===== src/shared/cmis_pkg.sv =====
// Constants and carrier types for the clock manager interrupt and status block.
// Assumes a single 50 MHz system clock domain and an AXI4-Lite register master.
//
// Summary of operation
// - Writing one to an enable-set bit sets that mask bit; zero leaves it.
// - Writing one to an enable-clear bit clears that mask bit; zero does nothing.
// - Mask register is read-only and shows enabled sources at the same positions.
// - Sources: bits 0,1,3,6, 8 to 14, 16,17,18 and 21.
// - Status bit 0 shows main crystal oscillator stabilised.
// - Status bit 3 shows master clock ready.
// - Status bit 6 shows USB PLL locked.
// - Status bit 7 shows slow clock source: zero RC, one crystal.
// - Status bits 8 to 14 show each programmable clock output ready.
// - Status bit 16 is zero while main source switch runs, one when done.
// - Status bit 17 shows fast RC oscillator stabilised.
// - Status bit 18 is set by any failure detection, cleared by status read.
// - Status bit 19 shows the live failure detector result.
// - Status bit 20 shows the failure detector fault output active.
// - Status bit 21 shows slow crystal frequency wrong or once wrong since monitoring.
// - Fast wake mode register ignores writes while write lock is on.
// - Fast wake fields: wake enables 0-15, alarms 16-18, mode 20, flash 21-22, force 23.
// - A wake input enable of one lets that input request fast restart.
// - Mode zero: either wait instruction sleeps CPU; mode one: event wait enters wait mode.
// - Write lock bit changes only with the correct 24-bit key.
package cmis_pkg;

  // Register byte addresses
  localparam logic [31:0] ADDR_IRQ_ENABLE_SET = 32'h400E0660;
  localparam logic [31:0] ADDR_IRQ_ENABLE_CLEAR = 32'h400E0664;
  localparam logic [31:0] ADDR_CLOCK_STATUS = 32'h400E0668;
  localparam logic [31:0] ADDR_IRQ_MASK = 32'h400E066C;
  localparam logic [31:0] ADDR_FAST_WAKE_MODE = 32'h400E0670;
  localparam logic [31:0] ADDR_WRITE_LOCK = 32'h400E06E4;

  // Status bit positions
  localparam int BIT_MAIN_XTAL = 0;
  localparam int BIT_PLL_A = 1;
  localparam int BIT_MASTER_CLK = 3;
  localparam int BIT_USB_PLL = 6;
  localparam int BIT_SLOW_SRC = 7;
  localparam int BIT_PROG_CLK0 = 8;
  localparam int BIT_MAIN_SWITCH = 16;
  localparam int BIT_FAST_RC = 17;
  localparam int BIT_FAIL_EVENT = 18;
  localparam int BIT_FAIL_LIVE = 19;
  localparam int BIT_FAULT_OUT = 20;
  localparam int BIT_SLOW_ERR = 21;
  localparam logic [31:0] IRQ_SRC_MASK = 32'h00277F4B;
  localparam logic [31:0] MASK_RST = 32'h00000000;

  // Fast wake mode fields
  localparam int FW_WAKE_LSB = 0;
  localparam int FW_TIMER_AL = 16;
  localparam int FW_CAL_AL = 17;
  localparam int FW_USB_AL = 18;
  localparam int FW_DEEP_WAIT = 20;
  localparam int FW_FLASH_KIND_LSB = 21;
  localparam int FW_FLASH_FORCE = 23;
  localparam logic [31:0] FW_WRITABLE = 32'h00F7FFFF;
  localparam logic [31:0] FW_RST = 32'h00000000;

  // Write lock register fields
  localparam int WL_ON_BIT = 0;
  localparam int WL_KEY_LSB = 8;
  localparam logic [23:0] WL_KEY = 24'h504D43;
  localparam logic WL_RST = 1'b0;

  localparam logic [1:0] RESP_OKAY = 2'h0;
  localparam logic [1:0] RESP_SLVERR = 2'h2;

  // Raw flags from the oscillator, PLL, clock and wake sources
  typedef struct packed {
    logic main_xtal_ready;
    logic pll_a_locked;
    logic master_clk_ready;
    logic usb_pll_locked;
    logic slow_src_is_xtal;
    logic [6:0] prog_clk_ready;
    logic main_src_switch_done;
    logic fast_rc_ready;
    logic failure_live_status;
    logic fault_output_active;
    logic slow_xtal_error;
    logic [15:0] wake_input;
    logic timer_alarm;
    logic calendar_alarm;
    logic usb_alarm;
  } cmis_raw_t;

  // Whole state of the block
  typedef struct packed {
    cmis_raw_t sync1;
    cmis_raw_t sync2;
    logic fail_prev;
    logic failure_event_flag;
    logic [31:0] irq_mask;
    logic [31:0] fast_wake_mode;
    logic write_lock_on;
    logic aw_full;
    logic [31:0] aw_addr;
    logic w_full;
    logic [31:0] w_data;
    logic [3:0] w_strb;
    logic awready;
    logic wready;
    logic bvalid;
    logic [1:0] bresp;
    logic arready;
    logic rvalid;
    logic [31:0] rdata;
    logic [1:0] rresp;
    logic irq;
    logic fast_restart;
    logic cpu_sleep;
    logic sys_wait;
  } cmis_state_t;

endpackage


===== src/design/cmis_irq_status.sv =====
// Interrupt, status and fast wake mode registers of the clock manager.
// Assumes raw flags come from other clock domains and are synchronised here;
// cpu_wfi and cpu_wfe come from logic on mclk.
`timescale 1ns/100ps
module cmis_irq_status (
  input wire logic mclk,
  input wire logic rst,
  input wire cmis_pkg::cmis_raw_t raw_flags,
  input wire logic cpu_wfi,
  input wire logic cpu_wfe,
  input wire logic [31:0] s_axi_awaddr,
  input wire logic s_axi_awvalid,
  output logic s_axi_awready,
  input wire logic [31:0] s_axi_wdata,
  input wire logic [3:0] s_axi_wstrb,
  input wire logic s_axi_wvalid,
  output logic s_axi_wready,
  output logic [1:0] s_axi_bresp,
  output logic s_axi_bvalid,
  input wire logic s_axi_bready,
  input wire logic [31:0] s_axi_araddr,
  input wire logic s_axi_arvalid,
  output logic s_axi_arready,
  output logic [31:0] s_axi_rdata,
  output logic [1:0] s_axi_rresp,
  output logic s_axi_rvalid,
  input wire logic s_axi_rready,
  output logic clk_irq,
  output logic fast_restart_req,
  output logic cpu_sleep_req,
  output logic system_wait_req,
  output logic [1:0] flash_sleep_kind,
  output logic flash_sleep_force
);

  cmis_pkg::cmis_state_t q;
  cmis_pkg::cmis_state_t d;

  //////////////////////////////////////////////////////////////////////////////
  // Helpers

  // Status word built from synchronised flags
  function automatic logic [31:0] status_word(input cmis_pkg::cmis_raw_t s, input logic ev);
    logic [31:0] w;
    w = 32'h00000000;
    w[cmis_pkg::BIT_MAIN_XTAL] = s.main_xtal_ready;
    w[cmis_pkg::BIT_PLL_A] = s.pll_a_locked;
    w[cmis_pkg::BIT_MASTER_CLK] = s.master_clk_ready;
    w[cmis_pkg::BIT_USB_PLL] = s.usb_pll_locked;
    w[cmis_pkg::BIT_SLOW_SRC] = s.slow_src_is_xtal;
    w[cmis_pkg::BIT_PROG_CLK0 +: 7] = s.prog_clk_ready;
    w[cmis_pkg::BIT_MAIN_SWITCH] = s.main_src_switch_done;
    w[cmis_pkg::BIT_FAST_RC] = s.fast_rc_ready;
    w[cmis_pkg::BIT_FAIL_EVENT] = ev;
    w[cmis_pkg::BIT_FAIL_LIVE] = s.failure_live_status;
    w[cmis_pkg::BIT_FAULT_OUT] = s.fault_output_active;
    w[cmis_pkg::BIT_SLOW_ERR] = s.slow_xtal_error;
    return w;
  endfunction

  // Byte strobes widened to a bit mask
  function automatic logic [31:0] strobe_bits(input logic [3:0] strb);
    logic [31:0] m;
    m = 32'h00000000;
    for (int i = 0; i < 4; i++) begin
      m[i*8 +: 8] = {8{strb[i]}};
    end
    return m;
  endfunction

  // Address decode shared by read and write paths
  function automatic logic is_mapped(input logic [31:0] a);
    return (a == cmis_pkg::ADDR_IRQ_ENABLE_SET) || (a == cmis_pkg::ADDR_IRQ_ENABLE_CLEAR) ||
           (a == cmis_pkg::ADDR_CLOCK_STATUS) || (a == cmis_pkg::ADDR_IRQ_MASK) ||
           (a == cmis_pkg::ADDR_FAST_WAKE_MODE) || (a == cmis_pkg::ADDR_WRITE_LOCK);
  endfunction

  //////////////////////////////////////////////////////////////////////////////
  // Next state

  // All behaviour in one combinational pass over the state copy
  always_comb begin
    logic [31:0] status;
    logic [31:0] bits;
    logic fail_rise;
    logic status_read;
    status = status_word(q.sync2, q.failure_event_flag);
    bits = 32'h00000000;
    fail_rise = q.sync2.failure_live_status & ~q.fail_prev;
    status_read = 1'b0;
    d = q;

    // Two-stage synchroniser; first stage feeds only the second
    d.sync1 = raw_flags;
    d.sync2 = q.sync1;
    d.fail_prev = q.sync2.failure_live_status;

    // Write address and data taken in either order
    if (s_axi_awvalid && q.awready) begin
      d.aw_full = 1'b1;
      d.aw_addr = s_axi_awaddr;
    end
    if (s_axi_wvalid && q.wready) begin
      d.w_full = 1'b1;
      d.w_data = s_axi_wdata;
      d.w_strb = s_axi_wstrb;
    end
    if (q.bvalid && s_axi_bready) begin
      d.bvalid = 1'b0;
    end

    // Perform the write once both halves are held
    if (d.aw_full && d.w_full && !q.bvalid) begin
      bits = d.w_data & strobe_bits(d.w_strb);
      d.aw_full = 1'b0;
      d.w_full = 1'b0;
      d.bvalid = 1'b1;
      d.bresp = is_mapped(d.aw_addr) ? cmis_pkg::RESP_OKAY : cmis_pkg::RESP_SLVERR;
      unique case (d.aw_addr)
        cmis_pkg::ADDR_IRQ_ENABLE_SET: begin
          d.irq_mask = q.irq_mask | (bits & cmis_pkg::IRQ_SRC_MASK);
        end
        cmis_pkg::ADDR_IRQ_ENABLE_CLEAR: begin
          d.irq_mask = q.irq_mask & ~(bits & cmis_pkg::IRQ_SRC_MASK);
        end
        cmis_pkg::ADDR_FAST_WAKE_MODE: begin
          // Lock blocks the write silently; response stays OKAY
          if (!q.write_lock_on) begin
            d.fast_wake_mode = (q.fast_wake_mode & ~strobe_bits(d.w_strb)) |
                               (bits & cmis_pkg::FW_WRITABLE);
          end
        end
        cmis_pkg::ADDR_WRITE_LOCK: begin
          // Key must arrive whole, so all four lanes are required
          if (d.w_strb == 4'hF &&
              d.w_data[cmis_pkg::WL_KEY_LSB +: 24] == cmis_pkg::WL_KEY) begin
            d.write_lock_on = d.w_data[cmis_pkg::WL_ON_BIT];
          end
        end
        default: begin
          // Status and mask are read-only; writes have no effect
          d.irq_mask = d.irq_mask;
        end
      endcase
    end
    d.awready = !d.aw_full && !d.bvalid;
    d.wready = !d.w_full && !d.bvalid;

    // Read channel: one read outstanding
    if (q.rvalid && s_axi_rready) begin
      d.rvalid = 1'b0;
      d.arready = 1'b1;
    end
    if (s_axi_arvalid && q.arready) begin
      d.arready = 1'b0;
      d.rvalid = 1'b1;
      d.rresp = is_mapped(s_axi_araddr) ? cmis_pkg::RESP_OKAY : cmis_pkg::RESP_SLVERR;
      d.rdata = 32'h00000000; // Write-only and unmapped read as zero
      unique case (s_axi_araddr)
        cmis_pkg::ADDR_CLOCK_STATUS: begin
          d.rdata = status;
          status_read = 1'b1;
        end
        cmis_pkg::ADDR_IRQ_MASK: begin
          d.rdata = q.irq_mask;
        end
        cmis_pkg::ADDR_FAST_WAKE_MODE: begin
          d.rdata = q.fast_wake_mode;
        end
        cmis_pkg::ADDR_WRITE_LOCK: begin
          d.rdata[cmis_pkg::WL_ON_BIT] = q.write_lock_on; // Key reads as zero
        end
        default: begin
          d.rdata = 32'h00000000;
        end
      endcase
    end

    // Sticky failure event; a new detection beats the read clear
    d.failure_event_flag = (q.failure_event_flag & ~status_read) | fail_rise;

    // Interrupt from enabled source bits only
    d.irq = |(status & q.irq_mask & cmis_pkg::IRQ_SRC_MASK);

    // Fast restart from enabled wake inputs and alarms
    d.fast_restart = |(q.sync2.wake_input & q.fast_wake_mode[cmis_pkg::FW_WAKE_LSB +: 16]) |
                     (q.sync2.timer_alarm & q.fast_wake_mode[cmis_pkg::FW_TIMER_AL]) |
                     (q.sync2.calendar_alarm & q.fast_wake_mode[cmis_pkg::FW_CAL_AL]) |
                     (q.sync2.usb_alarm & q.fast_wake_mode[cmis_pkg::FW_USB_AL]);

    // Sleep selection by the deep wait bit
    if (q.fast_wake_mode[cmis_pkg::FW_DEEP_WAIT]) begin
      d.cpu_sleep = cpu_wfi;
      d.sys_wait = cpu_wfe;
    end else begin
      d.cpu_sleep = cpu_wfi | cpu_wfe;
      d.sys_wait = 1'b0;
    end
  end

  //////////////////////////////////////////////////////////////////////////////
  // State register

  // Synchronous reset to constants only
  always_ff @(posedge mclk) begin
    if (rst) begin
      q <= '0;
      q.irq_mask <= cmis_pkg::MASK_RST;
      q.fast_wake_mode <= cmis_pkg::FW_RST;
      q.write_lock_on <= cmis_pkg::WL_RST;
      q.awready <= 1'b1;
      q.wready <= 1'b1;
      q.arready <= 1'b1;
    end else begin
      q <= d;
    end
  end

  //////////////////////////////////////////////////////////////////////////////
  // Outputs, all straight from flops

  assign s_axi_awready = q.awready;
  assign s_axi_wready = q.wready;
  assign s_axi_bvalid = q.bvalid;
  assign s_axi_bresp = q.bresp;
  assign s_axi_arready = q.arready;
  assign s_axi_rvalid = q.rvalid;
  assign s_axi_rdata = q.rdata;
  assign s_axi_rresp = q.rresp;
  assign clk_irq = q.irq;
  assign fast_restart_req = q.fast_restart;
  assign cpu_sleep_req = q.cpu_sleep;
  assign system_wait_req = q.sys_wait;
  assign flash_sleep_kind = q.fast_wake_mode[cmis_pkg::FW_FLASH_KIND_LSB +: 2];
  assign flash_sleep_force = q.fast_wake_mode[cmis_pkg::FW_FLASH_FORCE];

endmodule


===== config.mk =====
export PLATFORM = sky130hd
export DESIGN_NAME = cmis_irq_status
export DESIGN_NICKNAME = d
export VERILOG_FILES = /design/src/shared/cmis_pkg.sv /design/src/design/cmis_irq_status.sv
export SDC_FILE = /design/constraint.sdc
export NUM_CORES = 1
export LEC_CHECK = 0
export ABC_AREA = 1
export BUFFER_PORTS_ARGS = -buffer_cell sky130_fd_sc_hd__buf_2
export CORE_ASPECT_RATIO = 1.5
export CORE_MARGIN = 1.5
export CORE_UTILIZATION = 52
export CTS_BUF_LIST = sky130_fd_sc_hd__clkbuf_4
export CTS_CLUSTER_SIZE = 14
export DETAILED_ROUTE_END_ITERATION = 12
export GPL_TIMING_DRIVEN = 0
export PLACE_DENSITY = 0.76
export SYNTH_ARGS = -nofsm -noshare
export SYNTH_HDL_FRONTEND = slang
export SYNTH_SLANG_ARGS = --single-unit

===== constraint.sdc =====
create_clock -name mclk -period 2.24 [get_ports mclk]
set_input_delay 0 -clock mclk [delete_from_list [all_inputs] [get_ports mclk]]
set_output_delay 0 -clock mclk [all_outputs]
set_load 0.005 [all_outputs]

Word-level counts from Yosys, hierarchy flattened:

Index checks and enable logic that the tools add are counted.

* register bits after elaboration: 254
* logic and storage cells: 137

* equal/unequal tests: 14
* mux-type cells: 16
* bitwise logic cells: 23
* reduce and logical (&&, ||, !) cells: 32

Operator list (count)
* $eq A32 B31 Y1 const B: 12
* $pmux W31 S3: 1
* $and A32 B32 Y32: 2
* $pmux W32 S2: 1
* $mux W37: 1
* $mux W36: 1
* $mux W33: 1
* $not A22 Y32: 1
* $not A32 Y32: 1
* $or A32 B22 Y32: 1
* $or A32 B24 Y32: 1
* $and A24 B24 Y24: 1
* $eq A24 B23 Y1 const B: 1
* $and A22 B22 Y22: 1
* $and A16 B16 Y16: 1
* $reduce_or A16 Y1: 1
* $reduce_or A15 Y1: 1
* $logic_and A1 B1 Y1: 10
* $logic_or A1 B1 Y1: 10
* $mux W2: 4
* $reduce_and A3 Y1: 2
* $and A1 B1 Y1: 5
* $mux W1: 5
* $or A1 B1 Y1: 5
* 8 further kinds: 15

Longest topological paths before layout:

* word-level depth: 12
* mapped depth: 16

Worst setup path before layout:

OpenSTA, ideal clock, no wires.

* kind: flip-flop to flip-flop
* from: reg q (netlist bit s_axi_awready)
* to: reg (tool-made name)
* arrival time: 1.763 ns
* path slack: 0.345 ns
* stages on the path, launching flop included: 15
* buffers on the path: 3
* cells stage by stage: dfxtp_1 > buf_4 > nand2_8 > buf_6 > nand2_1 > nand2_1 > nor2_2 > nand2_1 > nor2_1 > nand2_1 > nor2_1 > buf_4 > nand3_2 > nand2_1 > a21oi_1

RTL lines
* start, declared: RTL line cmis_irq_status.sv:36 `cmis_pkg::cmis_state_t q;`

Worst setup path after layout:

* from: reg q (netlist bit s_axi_awready)
* to: reg q[115] (netlist bit)

* cells in the longest elaborated chain, start to end: 5
* elaborated cells on any way between the ends: 6
* classes of those cells: 1 x eq/ne; 1 x mux; 4 x reduce/logical

RTL lines
* $logic_and A1 B1 Y1 (*): RTL line cmis_irq_status.sv:99 `if (s_axi_awvalid && q.awready) begin`
* $mux W33 (*): RTL line cmis_irq_status.sv:99
* parallel branches: the longest is 2 deep, another holds $eq A32 B31 Y1
* $reduce_and A3 Y1 (no line) (*)

Mark *: on every way between the ends.
A chain may end at the register's enable or synchronous reset.

==> run summary <==
In this run the standard cell core region covers 18500 um2. The mux share of post-synthesis cell area was 0.408%; the level count of the clock H-tree was 2. At the end of the flow, the number of nets in the layout was 1966. The first global-routing pass estimated 50.1 mm of wire. The tools report the die footprint as 19700 um2.

The checks that failed: hold timing. The share of layout cells above drive strength 1 came out at 22.1%. The worst setup path is of the reg -> reg kind.

Number of remaining DRC errors: 0. The class of the tightest hold or removal check was in -> reg. For the total length of routed wires, the log shows 33.8 mm.

The first detailed-routing pass ran for 5 iterations. The routed length per instance came out at 16.0 um. The core occupancy in the finished layout is 73.9%. After routing the design area is 13700 um2. The logs give 10502 for the number of global-route vias before repair and 40.6% for the remaining max-slew budget at the tightest pin.

Clock-pin slew was measured on the worst setup and hold paths at 0.07 ns. Setup total negative slack on the finished layout was measured at 0 ns. For the final hold violation count, the log shows 1. Pin placement for this block handled 193 I/O pins.

The root buffer cell chosen for the clock tree is sky130_fd_sc_hd__clkbuf_4. The layout has 1378 filler cells. Setup repair after global routing could not meet its margin everywhere.

The congestion estimate from routability-driven global placement came to 0.911. The number of cells after detailed placement is 1839, and the required time of the critical path is 2.76 ns. In this run, synthesis produced a sequential element count of 235. The initial cell density of the core is 52.9%, and the width of the die is 115 um. Final-report max-slew violation count: 0.

The worst setup path is captured at a flip-flop. The total number of yosys warnings was 0; the height of the die was 171 um. The slew at the pin closest to its max-slew limit was 0.892 ns.

Relative to the synthesized area, the layout overhead comes to 39.6%. For this run, the total global-route usage over all layers was measured as 32.9%. The number of standard cells after synthesis is 1397, and the number of sinks on the clock net is 235. Using the TritonRoute via totals, the vias-per-cell ratio works out to 5.19. The number of DRC markers after the initial detailed-route iteration is 767. In this run the mean area of a mapped cell was 7.03 um2.

After synthesis, the cell types taking the most area are sky130_fd_sc_hd__dfxtp_1, sky130_fd_sc_hd__nand2_1, sky130_fd_sc_hd__nor2_1. The count of input and output buffers works out to 189. Minimum hold slack: -0.0340 ns. TritonCTS built the clock tree. The run finished, with violations left. The HPWL after detailed placement is 19.8 mm. The sequential area share after synthesis was 47.9%; the post-synthesis cell area was 9820 um2. The largest total area in the synthesized netlist belongs to sky130_fd_sc_hd__dfxtp_1. The tool flagged a number of max-cap violations equal to 0. The number of standard-cell rows in the floorplan came out at 61.

The achievable clock frequency is 0.453 GHz. Setup violations remaining at the end of the flow were counted as 0. The tools report the number of buffers inserted during clock tree synthesis as 53. The synthesized design devotes to its leading area cell type 47.9% of total area.

By area, the combinational part of the netlist is dominated by simple AND/OR/NAND/NOR gates. At the worst endpoint, the arrival time is 2.73 ns. For the number of routed nets with antenna violations, the log shows 0. The smallest clock period supported by the final layout is computed as 2.21 ns. Summing all multi-input logic gate instances after layout gives 4030 um2. The total cell area at the placement stage is 11100 um2. Of the total synthesized cell area, the portion taken by AND, OR, NAND and NOR gates is 33.5%. The total power density per cell area came out at 731 nW/um2.

In this run the worst path has a maximum fanout of 10. The maximum buffer depth of the clock tree was 3. Summed over all cells, the static leakage comes to 6.60 nW.

The highest ir drop seen on vdd was 0.606 mV; the area share of fa/ha/maj cells after synthesis was 0%. For the final database, setup skew stands at 0.0386 ns. Summing the areas of all compound-gate instances in the mapped netlist gives 5.39% of the synthesized area.

The initial antenna violation count is 2. The detailed-route via count was 10953; the clock network latency to the later pin of the worst-skew pair was 0.66 ns. The count of different cell masters after synthesis is 36. The logs give 2110 for the final cell count without fillers and 16 for the largest net degree at the start of global routing. The xor and xnor fraction of the mapped netlist area was 0%. STA classifies the critical path startpoint as a flip-flop. The residual overflow from global routing was 0; the storage element area was 4710 um2. The post-route fraction of the period consumed by the critical path was 98.6%.
## cells by family after synthesis
family / Yosys count
AOI/OAI and AO/OA: 101
buffers and inverters: 276
DFF: 235
muxes: 4
other: 1
and+or+nand+nor: 780
## critical path: stages, from the launching register on
cell and delay, ns:
sky130_fd_sc_hd__dfxtp_2 0.34, sky130_fd_sc_hd__buf_8 0.15, sky130_fd_sc_hd__nand2_8 0.08, sky130_fd_sc_hd__buf_6 0.15, sky130_fd_sc_hd__nand2_1 0.09, sky130_fd_sc_hd__nand2_1 0.09
sky130_fd_sc_hd__inv_2 0.07, sky130_fd_sc_hd__nand2_1 0.07, sky130_fd_sc_hd__nor2_2 0.14, sky130_fd_sc_hd__nand2_2 0.12, sky130_fd_sc_hd__buf_4 0.17, sky130_fd_sc_hd__nor2_4 0.14
sky130_fd_sc_hd__inv_1 0.05, sky130_fd_sc_hd__nor2_1 0.15, sky130_fd_sc_hd__nand3_1 0.12, sky130_fd_sc_hd__nand2_1 0.09, sky130_fd_sc_hd__nor2_1 0.05
## cells in the final DEF, fill, tap and decap left out, drive strengths merged
cell type       n
o22ai           1
nand3b          3
or2             5
clkbuf        119
dlymetal6s4s    1
nand3         123
o21ai          24
inv           170
diode           2
and2            1
a22o            1
nor3            8
nand2         354
buf           261
a221oi          3
dlygate4sd3   166
o211ai          1
mux2i           4
clkinv         12
a31oi           1
a21oi          69
nor2b           1
clkinvlp        4
dfxtp         235
a41oi           1
nand4          37
conb            2
nor2          248
nor4            1
## Yosys cell counts (all sizes together)
cell type    n
nand2      354
nor2       247
dfxtp      235
inv        169
nand3      123
a21oi       69
buf         61
clkbuf      39
nand4       37
o21ai       24
nor3         8
clkinv       7
or2          5
mux2i        4
a221oi       3
nand3b       3
a22o         1
a31oi        1
a41oi        1
and2         1
conb         1
nor2b        1
nor4         1
o211ai       1
o22ai        1
## where the power goes
part           internal, mW  switching, mW  total, mW  leakage [nW]
Sequential             4.43         0.0896       4.52          1.92
Combinational         0.884           1.36       2.24          4.30
Clock                  1.62           1.64       3.26         0.382
Total                  6.93           3.08       10.0          6.60
## layer usage
| layer | global-route usage (%) | routed length, um |
|---|---|---|
| met5 | 0 | 0 |
| met4 | 24.7 | 2750 |
| met3 | 6.55 | 2520 |
| met2 | 60.7 | 17500 |
| met1 | 31.7 | 11000 |
## area by class of cell
type	count	area share (%)
Tap cell	252	2.30
Buffer	100	4.55
Clock buffer	80	4.38
Multi-Input combinational cell	888	29.4
Sequential cell	235	34.3
Antenna cell	2	0.0365
Inverter	176	4.85
Timing Repair Buffer	367	19.8
Clock inverter	10	0.365
## metrics by stage
step / setup slack (ns) / total power [mW]
6_report: 0.0307 / 10.0
5_1_grt: -0.0768 / 10.4
4_1_cts: 0.0190 / 9.68
3_5_place_dp: -0.126 / 6.14
3_3_place_gp: -0.0587 / 6.11
2_1_floorplan: 0.345 / 5.66
## worst paths after layout
path,from,endpoint,slack [ns],cells past startpoint
min,s_axi_awvalid,q[94],-0.03,5
min reg2reg,d[211],q[211],0.40,2
max,s_axi_awready,q[115],0.03,16
max reg2reg,s_axi_awready,q[115],0.03,16
## what timing repair did
action,CTS,global route
gates cloned,0,3
endpoints found under the hold margin,160,0
pin swaps,0,12
resized for setup,2,65
buffers inserted,0,9
setup endpoints to repair,16,59
hold buffers,168,0
(Power assumes the default switching activity.)
